===== config.mk =====
export PLATFORM = sky130hd
export DESIGN_NAME = sld_led_driver
export DESIGN_NICKNAME = d
export VERILOG_FILES = /design/src/common/sld_pkg.sv /design/src/design/sld_led_driver.sv /design/src/design/sld_pattern.sv
export SDC_FILE = /design/constraint.sdc
export NUM_CORES = 1
export LEC_CHECK = 0
export BUFFER_PORTS_ARGS = -buffer_cell sky130_fd_sc_hd__buf_2
export CORE_MARGIN = 2
export CORE_UTILIZATION = 49
export CTS_CLUSTER_DIAMETER = 50
export DETAILED_ROUTE_END_ITERATION = 7
export PLACE_DENSITY_LB_ADDON = 0.08
export SETUP_SLACK_MARGIN = 0.5
export SYNTH_ARGS = -nofsm -noshare
export SYNTH_HDL_FRONTEND = slang
export SYNTH_SLANG_ARGS = --single-unit

===== constraint.sdc =====
create_clock -name clk_sys_in -period 6.8 [get_ports clk_sys_in]
set_input_delay 0.34 -clock clk_sys_in [delete_from_list [all_inputs] [get_ports clk_sys_in]]
set_output_delay 0.34 -clock clk_sys_in [all_outputs]
set_load 0.005 [all_outputs]

===== src/common/sld_pkg.sv =====
package sld_pkg;

    // Time base
    localparam int unsigned CLK_HZ = 50000000;
    localparam int unsigned TICK_NS = 1000000;
    localparam int unsigned CLK_NS = 1000000000 / CLK_HZ;
    localparam int unsigned TICK_CYCLES = TICK_NS / CLK_NS;
    localparam int unsigned TICK_W = 16;

    // Pattern phase lengths in milliseconds
    localparam int unsigned FLASH_MS = 200;
    localparam int unsigned PAUSE_MS = 1000;
    localparam int unsigned FLICK_MS = 50;
    localparam int unsigned MS_W = 11;

    localparam int unsigned PORTS = 2;

    // Slave state encoding on the state input
    typedef enum logic [1:0] {
        SLD_ST_INIT = 2'h0,
        SLD_ST_PREOP = 2'h1,
        SLD_ST_SAFEOP = 2'h3,
        SLD_ST_OP = 2'h2
    } sld_state_t;

    // Fault conditions from the protocol logic
    typedef struct packed {
        logic bad_config;
        logic local_change;
        logic sync_error;
        logic app_watchdog;
    } sld_fault_t;

    // Per-port link information
    typedef struct packed {
        logic link;
        logic frame;
    } sld_port_t;

    // Pattern sequencer phases, Gray along the double-flash path except the return from SLD_PH_PAUSE to SLD_PH_LIT1
    typedef enum logic [2:0] {
        SLD_PH_DARK = 3'h0,
        SLD_PH_LIT1 = 3'h1,
        SLD_PH_GAP = 3'h3,
        SLD_PH_LIT2 = 3'h2,
        SLD_PH_PAUSE = 3'h6
    } sld_phase_t;

    typedef enum logic [1:0] {
        SLD_PAT_OFF = 2'h0,
        SLD_PAT_BLINK = 2'h1,
        SLD_PAT_SINGLE = 2'h3,
        SLD_PAT_DOUBLE = 2'h2
    } sld_pattern_t;

endpackage


===== src/design/sld_led_driver.sv =====
`timescale 1ns/1ps
module sld_led_driver
(
    // Clock and reset
    input wire logic clk_sys_in,
    input wire logic rst_in,
    // Protocol state
    input wire sld_pkg::sld_state_t state_in,
    input wire sld_pkg::sld_fault_t fault_in,
    // Ports
    input wire sld_pkg::sld_port_t [sld_pkg::PORTS-1:0] port_in,
    // Indicators
    output logic run_green_out,
    output logic err_red_out,
    output logic [sld_pkg::PORTS-1:0] port_green_out,
    output logic [sld_pkg::PORTS-1:0] port_yellow_out,
    output logic force_safeop_out
);

    logic [sld_pkg::TICK_W-1:0] div;
    logic [sld_pkg::TICK_W-1:0] next_div;
    logic tick;
    logic next_tick;
    logic force_safeop;
    logic next_force_safeop;
    sld_pkg::sld_pattern_t run_pat;
    sld_pkg::sld_pattern_t err_pat;
    logic run_steady;

    // Millisecond time base shared by every pattern
    always_comb
    begin
        next_tick = 1'b0;
        next_div = div + 1'b1;
        if (div == sld_pkg::TICK_W'(sld_pkg::TICK_CYCLES - 1))
        begin
            next_div = '0;
            next_tick = 1'b1;
        end
    end

    always_ff @(posedge clk_sys_in or posedge rst_in)
    begin
        if (rst_in)
        begin
            div <= '0;
            tick <= 1'b0;
        end
        else
        begin
            div <= next_div;
            tick <= next_tick;
        end
    end

    // A sync error is held as a request until the state logic reports inputs-only
    always_comb
    begin
        next_force_safeop = force_safeop;
        if (fault_in.sync_error)
            next_force_safeop = 1'b1;
        else if (state_in == sld_pkg::SLD_ST_SAFEOP)
            next_force_safeop = 1'b0;
    end

    always_ff @(posedge clk_sys_in or posedge rst_in)
    begin
        if (rst_in)
            force_safeop <= 1'b0;
        else
            force_safeop <= next_force_safeop;
    end

    assign force_safeop_out = force_safeop;

    // Pattern selection; the most severe fault wins on the red indicator
    always_comb
    begin
        run_steady = 1'b0;
        unique case (state_in)
            sld_pkg::SLD_ST_INIT: run_pat = sld_pkg::SLD_PAT_OFF;
            sld_pkg::SLD_ST_PREOP: run_pat = sld_pkg::SLD_PAT_BLINK;
            sld_pkg::SLD_ST_SAFEOP: run_pat = sld_pkg::SLD_PAT_SINGLE;
            sld_pkg::SLD_ST_OP:
            begin
                run_pat = sld_pkg::SLD_PAT_OFF;
                run_steady = 1'b1;
            end
        endcase
        if (fault_in.app_watchdog)
            err_pat = sld_pkg::SLD_PAT_DOUBLE;
        else if (fault_in.local_change || fault_in.sync_error || force_safeop)
            err_pat = sld_pkg::SLD_PAT_SINGLE;
        else if (fault_in.bad_config)
            err_pat = sld_pkg::SLD_PAT_BLINK;
        else
            err_pat = sld_pkg::SLD_PAT_OFF;
    end

    sld_pattern u_run
    (
        .clk_sys_in(clk_sys_in),
        .rst_in(rst_in),
        .tick_in(tick),
        .pattern_in(run_pat),
        .steady_in(run_steady),
        .lit_out(run_green_out)
    );

    sld_pattern u_err
    (
        .clk_sys_in(clk_sys_in),
        .rst_in(rst_in),
        .tick_in(tick),
        .pattern_in(err_pat),
        .steady_in(1'b0),
        .lit_out(err_red_out)
    );

    // Link/activity: a frame starts a 50 ms dark blip then 50 ms lit hold,
    // so sparse frames give irregular blinks and heavy load gives about 10 Hz
    logic [sld_pkg::PORTS-1:0][6:0] act_ms;
    logic [sld_pkg::PORTS-1:0][6:0] next_act_ms;
    logic [sld_pkg::PORTS-1:0] next_green;

    always_comb
    begin
        for (int p = 0; p < sld_pkg::PORTS; p++)
        begin
            next_act_ms[p] = act_ms[p];
            if (!port_in[p].link)
                next_act_ms[p] = '0;
            else if (act_ms[p] != 7'h00)
            begin
                if (tick)
                    next_act_ms[p] = act_ms[p] - 7'h01;
            end
            else if (port_in[p].frame)
                next_act_ms[p] = 7'(2 * sld_pkg::FLICK_MS);
            // Dark in the first half of the window or without link, lit otherwise
            next_green[p] = port_in[p].link &&
                            (act_ms[p] <= 7'(sld_pkg::FLICK_MS));
        end
    end

    always_ff @(posedge clk_sys_in or posedge rst_in)
    begin
        if (rst_in)
        begin
            act_ms <= '0;
            port_green_out <= '0;
            port_yellow_out <= '0;
        end
        else
        begin
            act_ms <= next_act_ms;
            port_green_out <= next_green;
            port_yellow_out <= '0;
        end
    end

endmodule // sld_led_driver


===== src/design/sld_pattern.sv =====
`timescale 1ns/1ps
// One indicator pattern sequencer, stepping on the millisecond tick
module sld_pattern
(
    // Clock and reset
    input wire logic clk_sys_in,
    input wire logic rst_in,
    // Control
    input wire logic tick_in,
    input wire sld_pkg::sld_pattern_t pattern_in,
    input wire logic steady_in,
    // Indicator
    output logic lit_out
);

    sld_pkg::sld_phase_t phase;
    sld_pkg::sld_phase_t next_phase;
    sld_pkg::sld_pattern_t last_pattern;
    logic [sld_pkg::MS_W-1:0] ms;
    logic [sld_pkg::MS_W-1:0] next_ms;
    logic next_lit;
    logic [sld_pkg::MS_W-1:0] limit;

    always_comb
    begin
        next_phase = phase;
        next_ms = ms;
        limit = (phase == sld_pkg::SLD_PH_PAUSE) ? sld_pkg::MS_W'(sld_pkg::PAUSE_MS)
                                                 : sld_pkg::MS_W'(sld_pkg::FLASH_MS);
        // A changed pattern restarts from dark so no stray half-phase shows
        if (pattern_in != last_pattern || pattern_in == sld_pkg::SLD_PAT_OFF)
        begin
            next_phase = sld_pkg::SLD_PH_DARK;
            next_ms = '0;
        end
        else if (tick_in)
        begin
            if (ms + 1'b1 >= limit)
            begin
                next_ms = '0;
                unique case (phase)
                    sld_pkg::SLD_PH_DARK: next_phase = sld_pkg::SLD_PH_LIT1;
                    sld_pkg::SLD_PH_LIT1:
                        next_phase = (pattern_in == sld_pkg::SLD_PAT_BLINK) ?
                                     sld_pkg::SLD_PH_DARK :
                                     (pattern_in == sld_pkg::SLD_PAT_DOUBLE) ?
                                     sld_pkg::SLD_PH_GAP : sld_pkg::SLD_PH_PAUSE;
                    sld_pkg::SLD_PH_GAP: next_phase = sld_pkg::SLD_PH_LIT2;
                    sld_pkg::SLD_PH_LIT2: next_phase = sld_pkg::SLD_PH_PAUSE;
                    sld_pkg::SLD_PH_PAUSE: next_phase = sld_pkg::SLD_PH_LIT1;
                    default: next_phase = sld_pkg::SLD_PH_DARK;
                endcase
            end
            else
            begin
                next_ms = ms + 1'b1;
            end
        end
        next_lit = steady_in ||
                   (phase == sld_pkg::SLD_PH_LIT1 || phase == sld_pkg::SLD_PH_LIT2);
    end

    always_ff @(posedge clk_sys_in or posedge rst_in)
    begin
        if (rst_in)
        begin
            phase <= sld_pkg::SLD_PH_DARK;
            ms <= '0;
            last_pattern <= sld_pkg::SLD_PAT_OFF;
            lit_out <= 1'b0;
        end
        else
        begin
            phase <= next_phase;
            ms <= next_ms;
            last_pattern <= pattern_in;
            lit_out <= next_lit;
        end
    end

endmodule // sld_pattern


# Word-level counts from Yosys, hierarchy flattened
# Index checks and enable logic that the tools add are counted.
[word_totals] input_bits=12 register_bits=68 elab_cells=110 output_inout_bits=7
[op_classes] eq_ne=22 mux=37 add_sub_neg=5 reduce_logical=28 magnitude_cmp=4
[op_table] op="11-bit two-way mux" n=6
[op_table] op="7-bit two-way mux" n=8
[op_table] op="3-bit two-way mux" n=10
[op_table] op="3-bit one-hot mux with 4 select lines" n=2
[op_table] op="11-bit by 1-bit adder with 11-bit output (second input constant)" n=2
[op_table] op="11-bit greater-or-equal comparator" n=2
[op_table] op="10-bit two-way mux" n=2
[op_table] op="16-bit by 1-bit adder with 16-bit output (second input constant)" n=1
[op_table] op="16-bit == test (second input constant)" n=1
[op_table] op="16-bit two-way mux" n=1
[op_table] op="7-bit by 6-bit <= comparator with 1-bit output (second input constant)" n=2
[op_table] op="7-bit nonzero test" n=2
[op_table] op="7-bit by 1-bit subtractor with 7-bit output (second input constant)" n=2
[op_table] op="3-bit by 2-bit == test with 1-bit output (second input constant)" n=4
[op_table] op="2-bit nonzero test" n=5
[op_table] op="2-bit == test (second input constant)" n=4
[op_table] op="2-bit AND reduction" n=4
[op_table] op="1-bit logical OR" n=7
[op_table] op="2-bit by 1-bit == test with 1-bit output (second input constant)" n=3
[op_table] op="3-bit by 1-bit == test with 1-bit output (second input constant)" n=2
[op_table] op="3-bit == test (second input constant)" n=2
[op_table] op="2-bit logical NOT" n=3
[op_table] op="3-bit logical NOT" n=2
[op_table] op="3-bit by 2-bit != test with 1-bit output (second input constant)" n=2
[op_table] op="other kinds (7)" n=17

# Logic depth before layout (Yosys ltp)
# Gate-level depths: netlist (run 1).
[depth] ltp_word=11 ltp_mapped=12 mapped_depth_nobuf=10

# Hierarchy
# A second synthesis (run 1) with hierarchy kept.
[unflattened] cells_unflattened=459 area_unflattened_um2=4280.4
[modules_own_cells] mod="sld_pattern" seq_area_each_um2=425.4 instances=2 cells_each=133 area_each_um2=1194.9
[modules_own_cells] mod="sld_led_driver" seq_area_each_um2=850.8 instances=1 cells_each=193 area_each_um2=1890.6

# Worst setup path after synthesis (run 1)
# OpenSTA, ideal clock, no wires.
[synth_timing] path_kind="flip-flop to flip-flop" start="register u_err.ms[0] (netlist bit)" end="register u_err.ms[2] (netlist bit)" arrival_ps=2389 setup_slack_ps=4287 synth_period_minus_slack_ps=2513 setup_ps=124 n_path_buf=1 required_time_ps=6676 path_stages_with_launch=12 path_cell_list="dfrtp_1 > ha_1 > and2_1 > nand4_1 > xnor2_1 > ha_1 > nor4bb_1 > o21ai_0 > o211ai_2 > buf_4 > nor4b_1 > a211o_1"
[synth_via] elab_chain_len=5
[synth_rtl] element="start, declared" line="sld_pattern.sv:19" source="logic [sld_pkg::MS_W-1:0] ms;"
[synth_rtl] element="start signal, assigned" line="sld_pattern.sv:75" source="ms <= next_ms;"
[synth_rtl] element="11-bit by 1-bit adder with 11-bit output (*)" line="sld_pattern.sv:38, sld_pattern.sv:56"
[synth_rtl] element="11-bit greater-or-equal comparator" line="sld_pattern.sv:38" source="if (ms + 1'b1 >= limit)"
[synth_rtl] element="11-bit two-way mux (*)" line="sld_pattern.sv:38"
[synth_rtl] element="11-bit two-way mux (*)" line="sld_pattern.sv:36" source="else if (tick_in)"
[synth_rtl] element="11-bit two-way mux (*)" line="sld_pattern.sv:31" source="if (pattern_in != last_pattern || pattern_in == sld_pkg::SLD_PAT_OFF)"
# Mark *: on every way between the ends. The rest lies on a longest branch, timed or not. The select of a mux whose other input is x is not followed.
# A chain may end at the register's enable or synchronous reset.

# Worst setup path in the final report (run 1)
[layout_timing] start="register u_err.ms[0] (netlist bit)" end="register u_err.ms[7] (netlist bit)"
# Same word-level chain as after synthesis.

==> results of run 1 <==
==> per-stage QoR <==
step	setup slack [ps]	hold slack [ps]	instance area (sq um)
final	3850	181	4260
after global routing	3620	172	4260
after CTS	3840	167	4260
after detailed placement	3850	482	4070
after global placement	3970	474	4070
after floorplan	4290	432	3960
==> layout by cell type (no fill, tap or decap), types with 4 or more instances in the layout <==
master    synthesis  routed
dfrtp_1          68      68
nor2_1           42      42
nand2_1          24      24
xnor2_1          24      24
nand3_1          23      23
inv_1            21      20
o21ai_0          18      18
ha_1             16      16
buf_2             5      16
nor3_1           15      15
clkbuf_8          0      11
nor4_1           10      10
a22o_1           10      10
a21oi_1           8       8
and3_1            8       8
xor2_1            8       8
o21ai_1           5       5
nand2b_1          5       5
a211oi_1          5       5
nand3b_1          4       4
mux2i_1           4       4
a311oi_1          4       4
a31oi_1           4       4
clkbuf_1          5       4
==> flip-flops by register name, indices dropped and copies added, names as in the netlist <==
register            cells
u_run.lit_out           1
u_err.last_pattern      2
port_green_out          2
u_err.phase             3
tick                    1
u_err.ms               11
u_run.last_pattern      2
act_ms                 14
force_safeop_out        1
u_run.phase             3
div                    16
u_run.ms               11
u_err.lit_out           1
==> how the worst min path moves through the flow <==
stage | start | end | slack (ps) | depth (start not counted)
after floorplan | fault_in[1] | force_safeop_out | 430 | 1
after global placement | div[0] | div[0] | 470 | 1
after detailed placement | u_err.ms[9] | u_err.ms[9] | 480 | 2
after CTS | state_in[0] | u_run.last_pattern[0] | 170 | 1
after global routing | state_in[0] | u_run.last_pattern[0] | 170 | 1
final | state_in[0] | u_run.last_pattern[0] | 180 | 1
==> cells by family (layout without fill, tap and decap cells) <==
kind of cell               count (synthesis)  in the layout  share of synthesized area [%]
DFF                                       68             68                           43.0
AOI/OAI and AO/OA                         78             78                           14.5
adders and majority gates                 16             16                           5.06
muxes                                      8              8                           2.25
other                                      1              2                         0.0948
xor gates and xnor gates                  32             32                           7.08
and+or+nand+nor                          170            170                           23.2
buffers and inverters                     36             54                           4.78
==> metal layers <==
layer / part of all wire, % / GRT usage (%) / up-vias / routed length (um)
li1: - / - / 1499 / -
met5: 0 / 0 / - / 0
met3: 3.5 / 2.89 / 9 / 254
met4: 1.5 / 6.16 / 0 / 110
met2: 44 / 29.3 / 38 / 3240
met1: 51 / 25.1 / 1391 / 3740
==> power breakdown <==
part	total [uW]	switching, uW	leakage (uW)	internal [uW]
combinational	82.0	49.8	0.000876	32.2
clock	338	147	0.0000979	191
sequential	428	12.5	0.000911	415
total	847	209	0.00189	638
==> synthesized netlist by cell type, types with 5 or more instances <==
library cell | count | area [sq um]
a22o_1 | 10 | 87.6
nor4_1 | 10 | 62.6
o21ai_0 | 18 | 90.1
buf_2 | 5 | 25.0
xnor2_1 | 24 | 210
xor2_1 | 8 | 70.1
inv_1 | 21 | 78.8
nand2_1 | 24 | 90.1
clkbuf_1 | 5 | 18.8
ha_1 | 16 | 200
a21oi_1 | 8 | 40.0
dfrtp_1 | 68 | 1700
nand3_1 | 23 | 115
a211oi_1 | 5 | 37.5
nor2_1 | 42 | 158
nand2b_1 | 5 | 31.3
and3_1 | 8 | 50.1
nor3_1 | 15 | 75.1
o21ai_1 | 5 | 25.0
==> area by class of cell <==
cell class | count | area share, %
Inverter | 21 | 1.85
Multi-Input combinational cell | 306 | 48.6
Timing Repair Buffer | 17 | 2.06
Clock buffer | 15 | 3.90
Sequential cell | 68 | 39.9
Clock inverter | 1 | 0.705
Tap cell | 102 | 2.99
==> worst reg2reg max path, stage by stage (launching register included) <==
cell	delay (ps)
dfrtp_1	410
ha_1	260
and2_1	220
nand4_1	130
xnor2_1	170
ha_1	270
nor4bb_1	250
o21ai_0	150
o211ai_2	490
nor2_2	140
a221o_1	350
==> qor.yml, run 1 <==
run_status:
  outcome: "finished, final reports clean"
floorplan:
  core-area_sq_mm: 0.00777
  num_rows: 32
  die_h_um: 93.9
  initial_core_util_pct: 50.9
  design.die.area_sq_mm: 0.00881
  die_x_um: 93.9
  ios: 19
critical_path:
  cp_max_fo: 12
  crit-reg2reg-launch: "u_err.ms[0]"
  crit_top_cell: "ha_1"
  crit_family: "compound AO/OA/AOI/OAI gates"
  crit_cells: 10
  startpoint: "u_err.ms[0]"
  critPathMaxStageDelay_ps: 490
  end_kind: "register"
  start_kind: "register"
  ff2ff_setup_slack_ps: 3850
  cp.required_ps: 7030
  arrival_ps: 3180
  r2r.worst_path.cells: 10
  regToRegEndpoint: "u_err.ms[7]"
  crit_type: "reg2reg"
  cpMaxStageDelayCell: "o211ai_2"
  path_buf_inv: 0
  cp_cell_sequence: "ha_1 > and2_1 > nand4_1 > xnor2_1 > ha_1 > nor4bb_1 > o21ai_0 > o211ai_2 > nor2_2 > a221o_1"
  critPathCapture: "u_err.ms[7]"
hold_path:
  hp-class: "in2reg"
layout:
  layout.nets: 451
  post-route-util_pct: 54.9
  synthToLayoutAreaGrowth_pct: 7.72
  layout.area.seq_sq_mm: 0.00170
  antenna_cells: 0
  multi_input_area_sq_mm: 0.00207
  nFillCells: 741
  instances_no_fill: 530
  drive_gt1_share_pct: 12.9
logic_synthesis:
  syn_avg_cell_area_sq_um: 9.67
  ys_warn_count: 0
  synth-seq-cells: 68
  synth_area_sq_mm: 0.00396
  async_flop_share_pct: 100
  syn_inst: 409
  ys_seq_area_share_pct: 43.0
  synth-main-ff-cell: "dfrtp_1"
  synth_edf_count: 0
  yosysUniqueCellTypes: 66
clock_network:
  clock-sinks: 68
  ctsHtreeMaxLevel: 3
  post_cts_resized: 0
  cts_buffers: 9
  cts_setup_buffers: 0
  cts_tree: "built"
  cts_hold_buffers: 0
  clkSlewWorstSetupHoldPaths_ps: 80
  root_buffer: "clkbuf_8"
  cts.path.max_buffers: 2
  clk_latency_ps: 340
timing:
  maxSlewHeadroom_pct: 44.1
  worst_slew_pin_slew_ps: 839
  skew_ps: 10.3
  min_period_ps: 2950
  finalSetupTns_ps: 0
  setup_viol: 0
  grt_setup_unrepaired: "false"
  slew_violations: 0
  hold_viol: 0
  timing.fmax_ghz: 0.339
  period_share_pct: 43.4
grt:
  antenna_found_initial: 0
  grt_pass1_vias: 2845
  grt_pass1_wl_um: 12900
  grtUsageTotal_pct: 18.2
  grt-ovfl-total: 0
  grt_start_max_net_pins: 69
job:
  maxCapViolCount: 0
routing:
  vias: 2937
  drt_first_pass_iters: 4
  drtIter0Drc: 120
  route.detailed.drc: 0
  viasPerCell: 5.54
  drt_wl_total_um: 7350
  antenna_left: 0
  routedWlPerCell_um: 13.9
placed_design:
  dp_cells: 514
  place.gp.congestion: 0.846
  port_buffers: 16
  dpl.hpwl_um: 5080
pwr:
  vdd_drop_max_v: 0.000107
  total_leakage_power_uw: 0.00189
  power_uw: 847
  powerDensity_mw_per_mm2: 199
No activity file was read; power rests on OpenSTA's default activity.
==> inputs of run 2 (changes only) <==
--- a/config.mk
+++ b/config.mk
@@ -5,6 +5,7 @@
 export SDC_FILE = /design/constraint.sdc
 export NUM_CORES = 1
 export LEC_CHECK = 0
+export ABC_AREA = 1
 export BUFFER_PORTS_ARGS = -buffer_cell sky130_fd_sc_hd__buf_2
 export CORE_MARGIN = 2
 export CORE_UTILIZATION = 49
==> constraint.sdc (replaced) <==
create_clock -name clk_sys_in -period 2.73 [get_ports clk_sys_in]
set_input_delay 0.1365 -clock clk_sys_in [delete_from_list [all_inputs] [get_ports clk_sys_in]]
set_output_delay 0.1365 -clock clk_sys_in [all_outputs]
set_load 0.005 [all_outputs]
==> qor.yml, run 2 <==
floorplan:
  ios: 19
  num_rows: 32
  design.die.area_sq_mm: 0.00890
  die_x_um: 94.3
  core-area_sq_mm: 0.00781
  die_h_um: 94.3
  initial_core_util_pct: 51.2
clock_network:
  cts_tree: "built"
  cts_buffers: 9
  clock-sinks: 68
  ctsHtreeMaxLevel: 3
  clkSlewWorstSetupHoldPaths_ps: 80
  cts.path.max_buffers: 2
  root_buffer: "clkbuf_8"
  clk_latency_ps: 340
logic_synthesis:
  synth-seq-cells: 68
  yosysUniqueCellTypes: 37
  synth-main-ff-cell: "dfrtp_1"
  ys_top_cells_by_area: "dfrtp_1, nand2_1, inv_1"
  synth_edf_count: 0
  synth_area_sq_mm: 0.00400
  yosysMostFrequentCell: "nand2_1"
  syn_avg_cell_area_sq_um: 7.60
  syn_inst: 526
  async_flop_share_pct: 100
  ys_seq_area_share_pct: 42.6
  synth_common_cells: "nand2_1, inv_1, dfrtp_1"
  yosysTopAreaCellShare_pct: 42.6
  ys_warn_count: 0
  yosysTopAreaCell: "dfrtp_1"
hold_path:
  hp-class: "in2reg"
  hold_depth: 3
  min_from: "fault_in[1]"
  holdPathEnd: "force_safeop_out"
timing:
  maxSlewHeadroom_pct: 64.0
  timing.fmax_ghz: 0.448
  slew_violations: 0
  period_share_pct: 81.7
  hold_viol: 0
  skew_ps: 8.02
  grt_setup_unrepaired: "true"
  timing.final.ws_setup_ps: 500
  finalSetupTns_ps: 0
  min_period_ps: 2230
  setup_viol: 0
  worst_slew_pin_slew_ps: 537
routing:
  route.detailed.drc: 0
  drt_wl_total_um: 8170
  vias: 3362
  routedWlPerCell_um: 12.2
  drtIter0Drc: 103
  antenna_left: 0
  drt_first_pass_iters: 6
  viasPerCell: 5.03
critical_path:
  cp.required_ps: 3000
  regToRegEndpoint: "u_run.ms[1]"
  crit_type: "reg2reg"
  cp_max_fo: 6
  ff2ff_setup_slack_ps: 500
  crit-reg2reg-launch: "u_run.ms[0]"
  r2r.worst_path.cells: 14
  end_kind: "register"
  start_kind: "register"
  arrival_ps: 2500
grt:
  grtUsageTotal_pct: 18.8
  grt_start_max_net_pins: 61
  grt-ovfl-total: 0
  grt_pass1_wl_um: 13500
  grt_pass1_vias: 3077
  antenna_found_initial: 0
pwr:
  total_leakage_power_uw: 0.00232
  vdd_drop_max_v: 0.000275
  powerDensity_mw_per_mm2: 571
layout:
  largest_reg_flops: 16
  synthToLayoutAreaGrowth_pct: 15.8
  final_cell_mix: "nand2_1, inv_1, dfrtp_1"
  drive_gt1_share_pct: 17.8
  instances_no_fill: 669
  antenna_cells: 0
  layout_commonest_cell: "nand2_1"
  top_regs: "div x16, act_ms x14"
  top_register: "div"
  layout.nets: 590
  nFillCells: 729
placed_design:
  dpl.hpwl_um: 5470
  place.gp.congestion: 0.874
  port_buffers: 16
  dp_cells: 636
  dp_slack_ps: 347
job:
  maxCapViolCount: 0
run_status:
  outcome: "finished, final reports clean"
[run 2: cell count changes after synthesis, moves of 5 or more]
cell and change:
nand2_1 +113, inv_1 +62, xnor2_1 -24, nand3_1 +18
nand4_1 +11, a22o_1 -10, a21oi_1 +9, nor4_1 -9
o22ai_1 +9, and3_1 -8, xor2_1 +6, nand2b_1 -5
[run 2: final cells by class]
type	count	area, sq um	share of cell area, %
clock buffer	10	128	2.76
clock inverter	6	63.8	1.38
inverter	84	315	6.81
multi-input combinational	366	2050	44.3
sequential	68	1710	36.9
tap	102	128	2.76
timing repair buffer	33	238	5.14
[run 2: per-layer routing]
layer  up-vias  part of all wire [%]  global-route usage, %
met4         0                   1.3                   5.92
li1       1772                     -                      -
met2        56                    47                   31.2
met1      1524                    49                   25.6
met5         -                     0                      0
met3        10                   2.8                   2.63
[run 2: worst max-delay path by stage]
stage                           start             end  slack, ps
after global routing      u_run.ms[4]     u_run.ms[1]        340
after detailed placement  u_err.ms[2]     u_err.ms[2]        350
final                     u_run.ms[0]     u_run.ms[1]        500
after CTS                 u_err.ms[3]     u_err.ms[2]        490
after floorplan           u_run.ms[0]  u_run.phase[2]        650
after global placement    u_err.ms[2]     u_err.ms[2]        380
[run 2: kinds of logic (layout without fill, tap and decap cells)]
logic type	Yosys count	in the layout	synth area share, %
xor gates and xnor gates	14	14	3.07
buffers and inverters	95	133	9.73
DFF	68	68	42.6
other	1	2	0.0938
adders and majority gates	16	16	5.01
and+or+nand+nor	267	269	29.2
AOI/OAI and AO/OA	65	65	10.3
[run 2: worst max-delay path: stages (launching register included)]
cell and delay, ps:
dfrtp_2 460, ha_4 190, nand2_1 90, inv_2 50
nand3_2 60, xor2_1 220, inv_1 70, ha_1 180
a21o_1 180, nor2_2 100, nand2_2 80, nor2_4 140
nand2_4 100, buf_12 140, o21ai_2 110
[run 2: power by group]
group	total [uW]	internal (uW)	switching, uW
clock	838	423	416
combinational	616	229	387
sequential	1190	1110	80.8
[run 2: repair_timing]
| item | CTS | global route |
|---|---|---|
| cloned | 1 | 1 |
| hold buffers | 2 | 0 |
| pin swaps | 2 | 18 |
| resized for setup | 10 | 24 |
| setup endpoints to repair | 24 | 26 |
| buffers inserted | 3 | 10 |
| hold endpoints to repair | 9 | 0 |
[run 2: through the flow]
stage / hold slack (ps) / utilization (%) / instance area (sq um) / power (uW)
after global placement: 60.2 / 53.3 / 4160 / 1790
final: 53.6 / 59.3 / 4630 / 2640
after floorplan: 234 / - / 4000 / 1660
after CTS: 46.7 / 57.1 / 4450 / 2640
after detailed placement: 65.0 / 53.3 / 4160 / 1800
after global routing: 70.9 / 59.3 / 4630 / 2810
